==> src/hw/lcdcd_cfg.svh <==
`ifndef LCDCD_CFG_SVH
`define LCDCD_CFG_SVH
// command opcodes and field reset values
`define LCDCD_OP_CA_LO 4'h0
`define LCDCD_OP_CA_HI 4'h1
`define LCDCD_OP_MAP 4'hc
`define LCDCD_OP_GAIN 8'h81
`define LCDCD_OP_RAC 5'h11
`define LCDCD_RST_GAIN 2'h3
`define LCDCD_RST_POT 6'h00
`define LCDCD_RST_RAC 3'h1
`define LCDCD_RST_MAP 4'h0
`define LCDCD_RST_COL 8'h00
`define LCDCD_STATUS_ONE 0
`endif

==> src/hw/lcdcd_pkg.sv <==
package lcdcd_pkg;
  // command byte sequencing state
  typedef enum logic [1:0] {
    LCDCD_IDLE = 2'b01,
    LCDCD_GAIN_ARG = 2'b10
  } lcdcd_state_t;
endpackage : lcdcd_pkg

==> src/hw/lcdcd_top.sv <==
// Operation
// - command 0000xxxx loads column_address low nibble; resets to zero.
// - command 0001xxxx loads column_address high nibble, low nibble kept.
// - command 0x81 then next command byte sets gain_select and pot_value.
// - command 10001xxx loads ram_addr_ctrl; resets to 001.
// - command 1100xxxx loads display_map_ctrl; resets to zero.
`timescale 1ns/1ps
`include "lcdcd_cfg.svh"
module lcdcd_top
  import lcdcd_pkg::*;
(
  // clock and reset
  input wire logic CLK,
  input wire logic ARST_N,
  // host strobes, one-cycle pulses from same-clock logic
  input wire logic CMD_OR_DATA_SEL,
  input wire logic WR_STB,
  input wire logic RD_STB,
  input wire logic [7:0] WDATA,
  // read answer
  output logic [7:0] RDATA,
  output logic RVALID,
  // display data path
  output logic [7:0] DISP_WDATA,
  output logic DISP_WE,
  input wire logic [7:0] DISP_RDATA,
  input wire logic [5:0] STATUS_FLAGS,
  // decoded fields
  output logic [7:0] COLUMN_ADDRESS,
  output logic [1:0] GAIN_SELECT,
  output logic [5:0] POT_VALUE,
  output logic [2:0] RAM_ADDR_CTRL,
  output logic [3:0] DISPLAY_MAP_CTRL
);
  lcdcd_state_t state_q;
  logic cmd_wr;
  logic [7:0] col_q;
  logic [1:0] gain_q;
  logic [5:0] pot_q;
  logic [2:0] rac_q;
  logic [3:0] map_q;
  logic [7:0] rdata_q;
  logic rvalid_q;
  logic [7:0] dwdata_q;
  logic dwe_q;

  // upper-nibble opcode match, shared by the column and map loads and their checks
  function automatic logic nib_match(input logic [7:0] b, input logic [3:0] op);
    return b[7:4] == op;
  endfunction : nib_match

  // only command writes steer the decoder
  assign cmd_wr = WR_STB && !CMD_OR_DATA_SEL;

  // two-byte gain command sequencing
  always_ff @(posedge CLK or negedge ARST_N) begin
    if (!ARST_N) begin
      state_q <= LCDCD_IDLE;
    end else if (cmd_wr) begin
      case (state_q)
        LCDCD_IDLE: state_q <= (WDATA == `LCDCD_OP_GAIN) ? LCDCD_GAIN_ARG : LCDCD_IDLE;
        LCDCD_GAIN_ARG: state_q <= LCDCD_IDLE;
        default: state_q <= LCDCD_IDLE;
      endcase
    end
  end

  // single-byte field loads; the gain argument byte is not decoded as a command
  always_ff @(posedge CLK or negedge ARST_N) begin
    if (!ARST_N) begin
      col_q <= `LCDCD_RST_COL;
      rac_q <= `LCDCD_RST_RAC;
      map_q <= `LCDCD_RST_MAP;
      gain_q <= `LCDCD_RST_GAIN;
      pot_q <= `LCDCD_RST_POT;
    end else if (cmd_wr) begin
      if (state_q == LCDCD_GAIN_ARG) begin
        gain_q <= WDATA[7:6];
        pot_q <= WDATA[5:0];
      end else if (nib_match(WDATA, `LCDCD_OP_CA_LO)) begin
        col_q[3:0] <= WDATA[3:0];
      end else if (nib_match(WDATA, `LCDCD_OP_CA_HI)) begin
        col_q[7:4] <= WDATA[3:0];
      end else if (WDATA[7:3] == `LCDCD_OP_RAC) begin
        rac_q <= WDATA[2:0];
      end else if (nib_match(WDATA, `LCDCD_OP_MAP)) begin
        map_q <= WDATA[3:0];
      end
    end
  end

  // data writes pass one byte to the display memory side
  always_ff @(posedge CLK or negedge ARST_N) begin
    if (!ARST_N) begin
      dwe_q <= 1'b0;
      dwdata_q <= 8'h00;
    end else begin
      dwe_q <= WR_STB && CMD_OR_DATA_SEL;
      if (WR_STB && CMD_OR_DATA_SEL) begin
        dwdata_q <= WDATA;
      end
    end
  end

  // read answer one cycle after the strobe; status bit0 forced high
  // only five flag bits fit beside the gain pair, so the top flag is dropped
  always_ff @(posedge CLK or negedge ARST_N) begin
    if (!ARST_N) begin
      rvalid_q <= 1'b0;
      rdata_q <= 8'h00;
    end else begin
      rvalid_q <= RD_STB;
      if (RD_STB) begin
        rdata_q <= CMD_OR_DATA_SEL ? DISP_RDATA : {STATUS_FLAGS[4:0], gain_q, 1'b1};
      end
    end
  end

  assign RDATA = rdata_q;
  assign RVALID = rvalid_q;
  assign DISP_WDATA = dwdata_q;
  assign DISP_WE = dwe_q;
  assign COLUMN_ADDRESS = col_q;
  assign GAIN_SELECT = gain_q;
  assign POT_VALUE = pot_q;
  assign RAM_ADDR_CTRL = rac_q;
  assign DISPLAY_MAP_CTRL = map_q;
endmodule : lcdcd_top

==> config.mk <==
export PLATFORM = sky130hd
export DESIGN_NAME = lcdcd_top
export DESIGN_NICKNAME = d
export VERILOG_FILES = /design/src/hw/lcdcd_pkg.sv /design/src/hw/lcdcd_top.sv
export VERILOG_INCLUDE_DIRS = /design/src /design/src/hw
export SDC_FILE = /design/constraint.sdc
export NUM_CORES = 1
export LEC_CHECK = 0
export ABC_CLOCK_PERIOD_IN_PS = 1700
export BUFFER_PORTS_ARGS = -buffer_cell sky130_fd_sc_hd__buf_2
export CAP_MARGIN = 20
export CORE_MARGIN = 5
export CORE_UTILIZATION = 42
export DETAILED_ROUTE_END_ITERATION = 12
export PLACE_DENSITY = 0.76
export SLEW_MARGIN = 25
export SYNTH_ARGS = -nofsm -noshare
export SYNTH_HDL_FRONTEND = slang
export SYNTH_SLANG_ARGS = --single-unit
==> constraint.sdc <==
create_clock -name CLK -period 1.7 [get_ports CLK]
set_input_delay 0.17 -clock CLK [delete_from_list [all_inputs] [get_ports CLK]]
set_output_delay 0.17 -clock CLK [all_outputs]
set_load 0.02 [all_outputs]
==> results of run 1 <==
-- routing by layer --
metal	wire, um	up-vias	share of wire	track usage
met3	197	6	0.050	0.0541
met1	1640	619	0.42	0.189
met5	0	-	0	0
li1	-	586	-	-
met2	2010	31	0.51	0.249
met4	58	0	0.015	0.0494
-- worst max-delay path by stage --
| stage | slack, ps | cells after the start | end | from |
|---|---|---|---|---|
| finish | 170 | 3 | DISPLAY_MAP_CTRL[3] | state_q[0] |
| global route | 90 | 3 | DISPLAY_MAP_CTRL[1] | state_q[0] |
| CTS | 170 | 3 | DISPLAY_MAP_CTRL[3] | state_q[0] |
| detailed placement | 180 | 3 | DISPLAY_MAP_CTRL[3] | state_q[0] |
| global placement | 200 | 3 | DISPLAY_MAP_CTRL[0] | state_q[0] |
| floorplan | 290 | 3 | DISPLAY_MAP_CTRL[0] | state_q[0] |
-- through the flow --
stage | utilization | instance area [um^2] | std cells | hold slack [ps] | total power, W
3_5_place_dp | 0.533 | 2130 | 238 | 240 | 0.00174
6_report | 0.556 | 2220 | 247 | 123 | 0.00232
3_3_place_gp | 0.533 | 2130 | 238 | 231 | 0.00173
2_1_floorplan | - | 1730 | 122 | -126 | 0.00151
4_1_cts | 0.556 | 2220 | 247 | 108 | 0.00236
5_1_grt | 0.556 | 2220 | 247 | 117 | 0.00245
-- cell usage after synthesis (all sizes together) --
cell type,instances,share of area
inv,2,0.0043
dfstp,4,0.061
nor2b,2,0.0087
mux2,31,0.20
and4,1,0.0051
mux2i,7,0.040
a31oi,1,0.0036
dfrtp,39,0.56
clkbuf,2,0.0043
nor2,11,0.025
o21a,1,0.0043
nand4,2,0.0072
buf,1,0.0043
nor4b,3,0.019
nand2,4,0.0087
and4bb,1,0.0072
nand4b,1,0.0051
nand2b,2,0.0072
a21oi,7,0.020
-- worst min-delay path, cell delays in order --
cell	delay, ps
buf_2	100
inv_1	40
a31oi_1	70
-- report_power, final --
group / internal (W) / leakage, nW / total [W] / switching [W]
sequential: 0.00115 / 0.524 / 0.00121 / 0.0000579
combinational: 0.000202 / 0.574 / 0.000509 / 0.000308
clock: 0.000288 / 0.0422 / 0.000605 / 0.000317
-- layout make-up --
class	instances	area share
Sequential cell	43	0.486
Multi-Input combinational cell	74	0.283
Timing Repair Buffer	70	0.163
Clock buffer	7	0.0343
Tap cell	50	0.0281
Inverter	2	0.00337
Clock inverter	1	0.00225
-- sequential cells by signal, summed over array words and instances, names as in the netlist --
register          cells
GAIN_SELECT           2
state_q               2
DISP_WE               1
COLUMN_ADDRESS        8
POT_VALUE             6
RAM_ADDR_CTRL         3
RVALID                1
DISP_WDATA            8
RDATA                 8
DISPLAY_MAP_CTRL      4
-- kinds of logic after synthesis --
kind of cell,count (synthesis),share of synthesized area
multiplexers,38,0.242
AND/OR/NAND/NOR,27,0.0931
AO/OA/AOI/OAI,9,0.0282
buffers and inverters,5,0.0130
flip-flops,43,0.624
-- what timing repair did --
item	in CTS	in global routing
endpoints found under the hold margin	24	0
hold buffers	1	0
resized for setup	0	0
==> metrics.csv, run 1 <==
stage;metric;value;unit
status;status;finished, final reports clean;
clock_network;cts_setup_buffers;0;
synth;synth.distinct_cells;23;
die;ios;68;
drt;initialDrtViolationCount;40;
worst_setup_path;timing.rr.end;DISPLAY_MAP_CTRL[3];
worst_setup_path;critPathMaxStageDelay;540;ps
worst_setup_path;cpMaxStageDelayCell;dfstp_2;
hold_path;hold_depth;3;
worst_setup_path;rrSetupSlack;170;ps
die;die_y;74.2;um
worst_setup_path;cp.required;1880;ps
synth;syn_inst;122;
cells_and_area;nFillCells;357;
worst_setup_path;cp_top_family;flip-flops;
grt;grt_pass1_wl;6300;um
clock_network;clk_latency;290;ps
sta;fmax;653;MHz
drt;first_pass_iters;4;
grt;grt_start_max_net_pins;31;
cells_and_area;antenna_cells;0;
grt;globalRouteOverflowTotal;0;
sta;fin_ws;169;ps
synth;syn-num-nets;149;
job;max_cap_viol_count;0;
synth;ys_warn_count;0;
cells_and_area;layout_common_cells;buf_2 (66), dfrtp_1 (39), mux2_2 (26);
sta;final.setup.tns;0;ps
drt;post-route-drc-count;0;
sta;finalClockSkew;1.00;ps
drt;totalWireLength;3900;um
sta;finalHoldViolCount;0;
sta;rsz0062_at_grt;false;
sta;tightest_slew;657;ps
die;fp.dieW;74.2;um
synth;syn_area;0.00173;mm^2
cells_and_area;nets;223;
drt;wl_per_cell;15.8;um
clock_network;clock-sinks;43;
drt;viasPerCell;5.03;
worst_setup_path;rr_worst_depth;3;
grt;antenna_found_initial;0;
sta;fin_crit;1530;ps
grt;grt_pass1_vias;1315;
synth;synth_seq_cells;43;
cells_and_area;layout_commonest_cell;buf_2;
placement;pre_cts_slack;177;ps
die;core;0.00400;mm^2
cells_and_area;area_delta_synth_final;28.4;%
pwr;power.density;1040;mW/mm^2
hold_path;min_from;DISP_RDATA[0];
worst_setup_path;r2r_start;state_q[0];
clock_network;clk_pin_slew_worst_paths;70;ps
worst_setup_path;worstPathMaxFanout;5;
pwr;peakVddDrop;0.677;mV
sta;slew_headroom;0.562;
worst_setup_path;cp-start-kind;register;
die;rows;23;
placement;post-dp-hpwl;2970;um
worst_setup_path;crit_path_end_kind;register;
die;die-area;0.00551;mm^2
synth;ys_seq_area_frac;0.624;
synth;avgSynthCellArea;14.2;um^2
worst_setup_path;worst-path-buf-inv;0;
sta;setup_viol;0;
clock_network;clockBufferDepth;2;
clock_network;cts_tree;built;
worst_setup_path;worstPathArrival;1710;ps
hold_path;hold_class;input port to register;
cells_and_area;multi_input_area;629;um^2
sta;fin_crit_sh;0.901;
die;start_util;0.433;
cells_and_area;regArea;0.00108;mm^2
drt;detail-route-antenna-nets;0;
hold_path;min_to;RDATA[0];
cells_and_area;drive_above_1_share;0.548;
pwr;p_leak;1.14;nW
placement;port_buffers;66;
worst_setup_path;worstSetupPathType;register to register;
clock_network;cts-root-buf;clkbuf_8;
drt;num_vias;1242;
grt;track_usage;0.152;
sta;slew_viol_final;0;
clock_network;htree_levels;2;
clock_network;numCtsBuffers;5;
placement;place.gp.congestion;0.886;
worst_setup_path;crit_chain;nand2b_1 > and4bb_1 > mux2_2;
No activity file was read; power rests on OpenSTA's default activity.
==> inputs of run 2 (changes only) <==
- CELL_PAD_IN_SITES_DETAIL_PLACEMENT: not set -> 0
- CELL_PAD_IN_SITES_GLOBAL_PLACEMENT: not set -> 2
- CORE_UTILIZATION: 42 -> 30
- PLACE_DENSITY: 0.76 -> 0.82
==> run 2 against run 1 <==
Routed wire length rose by 5.3%. Count of clock-buffer cells in the layout did not move. Core utilization fell by 15 points. Via count fell by 0.89%. Largest power group unchanged. Sequential power barely moved.
==> metrics.csv, run 2 (same netlist as run 1, synthesis figures left out) <==
stage;metric;value;unit
die;start_util;0.311;
hold_path;hold_depth;3;
drt;detail-route-antenna-nets;0;
drt;initialDrtViolationCount;30;
sta;fin_crit_sh;0.902;
die;rows;27;
cells_and_area;fin_util;0.405;
sta;fin_crit;1530;ps
pwr;peakVddDrop;0.528;mV
placement;postPlaceCellArea;0.00217;mm^2
hold_path;min_to;RDATA[0];
clock_network;clk_latency;290;ps
cells_and_area;layout_commonest_cell;buf_2;
worst_setup_path;crit_chain;nand2b_1 > and4bb_1 > mux2_2;
worst_setup_path;cp-start-kind;register;
sta;setup_viol;0;
drt;num_vias;1231;
grt;grt_pass1_wl;6780;um
pwr;p_leak;1.14;nW
drt;wl_per_cell;15.3;um
grt;globalRouteOverflowTotal;0;
sta;finalHoldViolCount;0;
die;fp.dieW;86;um
worst_setup_path;worst-path-buf-inv;0;
clock_network;numCtsBuffers;5;
grt;grt_pass1_vias;1269;
job;max_cap_viol_count;0;
cells_and_area;area_delta_synth_final;30.3;%
clock_network;clk_pin_slew_worst_paths;80;ps
worst_setup_path;cp_top_family;flip-flops;
die;die-area;0.00740;mm^2
hold_path;min_from;DISP_RDATA[0];
clock_network;cts_tree;built;
drt;viasPerCell;4.59;
worst_setup_path;r2r_start;state_q[0];
placement;port_buffers;66;
worst_setup_path;rrSetupSlack;170;ps
worst_setup_path;worstPathMaxFanout;5;
sta;rsz0062_at_grt;false;
status;status;finished, final reports clean;
die;ios;68;
clock_network;htree_levels;2;
worst_setup_path;rr_worst_depth;3;
sta;slew_viol_final;0;
sta;finalClockSkew;4.10;ps
worst_setup_path;worstSetupPathType;register to register;
die;die_y;86;um
sta;fin_ws;166;ps
drt;post-route-drc-count;0;
cells_and_area;stdcell_area;0.00226;mm^2
sta;final.setup.tns;0;ps
cells_and_area;antenna_cells;0;
clock_network;cts-root-buf;clkbuf_8;
sta;tightest_slew;392;ps
sta;slew_headroom;0.738;
cells_and_area;nFillCells;546;
placement;post-dp-hpwl;2980;um
worst_setup_path;cp.required;1880;ps
cells_and_area;drive_above_1_share;0.546;
cells_and_area;layout_common_cells;buf_2 (66), dfrtp_1 (39), mux2_2 (26);
clock_network;clock-sinks;43;
sta;fmax;652;MHz
clock_network;clockBufferDepth;2;
grt;grt_start_max_net_pins;44;
hold_path;hold_class;input port to register;
drt;first_pass_iters;4;
drt;totalWireLength;4110;um
worst_setup_path;crit_path_end_kind;register;
pwr;power.density;1030;mW/mm^2
die;core;0.00557;mm^2
worst_setup_path;worstPathArrival;1720;ps
worst_setup_path;cpMaxStageDelayCell;dfstp_2;
placement;place.gp.congestion;0.809;
grt;track_usage;0.118;
worst_setup_path;critPathMaxStageDelay;540;ps
clock_network;cts.repair.resized;0;
grt;antenna_found_initial;0;
worst_setup_path;timing.rr.end;DISPLAY_MAP_CTRL[2];
cells_and_area;nets;222;
placement;pre_cts_slack;187;ps
==> run 2: cell count changes in the layout (fill, tap and decap cells not counted) <==
cell and change:
buf_4 -2, buf_12 +1
==> run 2: layer usage <==
metal | GRT usage | up-vias | share of wire
li1 | - | 578 | -
met1 | 0.171 | 583 | 0.49
met2 | 0.156 | 62 | 0.37
met3 | 0.0471 | 8 | 0.12
met4 | 0.0475 | 0 | 0.017
met5 | 0 | - | 0
==> run 2: power breakdown <==
group	switching [W]	total, W	internal (W)
logic	0.000306	0.000510	0.000203
clock network	0.000333	0.000622	0.000288
registers	0.0000571	0.00120	0.00115
==> run 2: how the worst max path moves through the flow <==
stage          cells past startpoint  slack, ps        from                   to
5_1_grt                            3        120  state_q[0]  DISPLAY_MAP_CTRL[1]
3_3_place_gp                       3        190  state_q[0]  DISPLAY_MAP_CTRL[3]
4_1_cts                            3        170  state_q[0]  DISPLAY_MAP_CTRL[2]
6_report                           3        170  state_q[0]  DISPLAY_MAP_CTRL[2]
2_1_floorplan                      3        290  state_q[0]  DISPLAY_MAP_CTRL[0]
3_5_place_dp                       3        190  state_q[0]  DISPLAY_MAP_CTRL[2]
==> run 2: what timing repair did <==
item	4_1_cts	5_1_grt
setup buffers	0	0
hold endpoints to repair	39	0
hold buffers	1	0
==> run 2: final cells by class <==
class | instances | area, um^2 | area share
clock buffer | 7 | 76.3 | 0.0338
multi-input combinational | 74 | 629 | 0.279
timing repair buffer | 69 | 368 | 0.163
inverter | 2 | 7.51 | 0.00333
clock inverter | 1 | 5.00 | 0.00222
sequential | 43 | 1080 | 0.479
tap | 72 | 90.1 | 0.0399
==> run 2: worst register-to-register path, cell delays in order, from the launching register on <==
cell and delay, ps:
dfstp_2 540, nand2b_1 190, and4bb_1 340, mux2_2 360
==> run 2: through the flow <==
stage               total power [W]  instances  hold slack (ps)
global placement            0.00174        259              166
global route                0.00247        268              129
detailed placement          0.00174        259              167
floorplan                   0.00151        122             -126
finish                      0.00234        268              116
CTS                         0.00237        268              114
==> inputs of run 3 (changes only) <==
- GPL_TIMING_DRIVEN: not set -> 0
- PLACE_DENSITY: 0.82 -> not set
- PLACE_DENSITY_LB_ADDON: not set -> 0.1
==> run 3 against run 2 <==
Critical path depth did not move. First-iteration DRC count up 23%. Power down 0.62%. Sequential power about the same. Via count up 0.57%.
==> metrics.csv, run 3 (same netlist as run 1, synthesis figures left out) <==
stage;metric;value;unit
grt;grt_start_max_net_pins;44;
pwr;power_frac_clock;0.263;
sta;setup_viol;0;
drt;totalWireLength;4120;um
die;die_y;86;um
cells_and_area;area_delta_synth_final;30.2;%
drt;detail-route-antenna-nets;0;
placement;post-dp-hpwl;3080;um
worst_setup_path;worstPathArrival;1720;ps
clock_network;cts_tree;built;
sta;fmax;649;MHz
pwr;power_switching_share;0.293;
placement;port_buffers;66;
clock_network;clockBufferDepth;2;
die;core;0.00557;mm^2
clock_network;cts-root-buf;clkbuf_8;
hold_path;hold_class;input port to register;
die;rows;27;
hold_path;hold_depth;3;
sta;rsz0062_at_grt;false;
clock_network;clock-sinks;43;
drt;viasPerCell;4.59;
pwr;comb_power_share;0.219;
worst_setup_path;cp-start-kind;register;
drt;first_pass_iters;4;
sta;finalClockSkew;3.49;ps
worst_setup_path;worstSetupPathType;register to register;
die;fp.dieW;86;um
worst_setup_path;cp.required;1880;ps
grt;track_usage;0.116;
die;ios;68;
drt;wl_per_cell;15.3;um
pwr;p_leak;1.14;nW
die;die-area;0.00740;mm^2
clock_network;clk_latency;290;ps
clock_network;clk_pin_slew_worst_paths;80;ps
drt;num_vias;1238;
cells_and_area;antenna_cells;0;
pwr;p_seq_frac;0.518;
pwr;peakVddDrop;0.435;mV
worst_setup_path;crit_path_end_kind;register;
sta;final.setup.tns;0;ps
die;start_util;0.311;
cells_and_area;layout_common_cells;buf_2 (65), dfrtp_1 (39), mux2_2 (26);
clock_network;htree_levels;2;
status;status;finished, final reports clean;
sta;slew_headroom;0.642;
placement;place.gp.congestion;0.685;
drt;initialDrtViolationCount;37;
pwr;power.density;1030;mW/mm^2
pwr;total_power;0.00232;W
job;max_cap_viol_count;0;
drt;post-route-drc-count;0;
grt;grt_pass1_vias;1246;
sta;tightest_slew;537;ps
clock_network;numCtsBuffers;5;
worst_setup_path;rr_worst_depth;3;
worst_setup_path;worstPathMaxFanout;5;
sta;slew_viol_final;0;
sta;finalHoldViolCount;0;
grt;grt_pass1_wl;6550;um
sta;fin_crit;1540;ps
grt;antenna_found_initial;0;
cells_and_area;drive_above_1_share;0.530;
pwr;intPower;0.00164;W
sta;fin_crit_sh;0.907;
cells_and_area;layout_commonest_cell;buf_2;
grt;globalRouteOverflowTotal;0;
cells_and_area;nets;224;
pwr;switchingPower;0.000680;W
==> run 3: cell count changes in the layout (fill, tap and decap cells not counted), sizes merged <==
| cell | previous run | this run |
|---|---|---|
| dlygate4sd3 | 1 | 2 |
| clkbuf | 7 | 10 |
| clkinv | 1 | 0 |
| buf | 68 | 67 |
==> run 3: area by class of cell <==
cell class	count	area, um^2
flip-flops and latches	43	1080
well taps	72	90.1
repair buffers	68	353
clock buffers	8	80.1
plain buffers	3	15.0
fillers	569	3320
inverters	2	7.51
multi-input cells	74	629
==> run 3: worst paths after layout <==
| check | from | to | slack [ps] |
|---|---|---|---|
| max in group asynchronous | ARST_N | state_q[0] | 920 |
| max | state_q[0] | DISPLAY_MAP_CTRL[3] | 160 |
| max reg2reg | state_q[0] | DISPLAY_MAP_CTRL[3] | 160 |
| min | DISP_RDATA[0] | RDATA[0] | 130 |
| min in group asynchronous | ARST_N | DISP_WE | 410 |
| min reg2reg | COLUMN_ADDRESS[7] | COLUMN_ADDRESS[7] | 490 |
==> run 3: power by group through the flow <==
stage | registers, W | logic (W) | clock network (W)
after detailed placement | 0.00122 | 0.000517 | 0
after CTS | 0.00120 | 0.000520 | 0.000641
after global routing | 0.00122 | 0.000551 | 0.000681
after floorplan | 0.00138 | 0.000135 | 0
after global placement | 0.00122 | 0.000508 | 0
final | 0.00120 | 0.000508 | 0.000611
==> run 3: timing repair <==
item                      CTS  global route
hold buffers                1             1
hold endpoints to repair    1            39
buffers inserted            0             0
resized for setup           0             0
==> run 3: layer usage <==
metal	GRT usage	wire (um)
met1	0.149	1750
met2	0.179	2020
met3	0.0442	296
met4	0.0388	50
met5	0	0
==> run 3: through the flow <==
stage	instance area [um^2]	setup WS, ps	hold WS [ps]	cells	util
6_report	2260	158	127	270	0.405
5_1_grt	2260	78.3	148	270	0.405
4_1_cts	2240	145	64.3	269	0.402
3_5_place_dp	2150	163	297	260	0.386
3_3_place_gp	2150	195	293	260	0.386
2_1_floorplan	1730	285	-126	122	-
==> run 3: worst max-delay path, cell delays in order, from the launching register on <==
cell,delay [ps]
dfstp_2,540
nand2b_1,190
and4bb_1,340
mux2_2,360
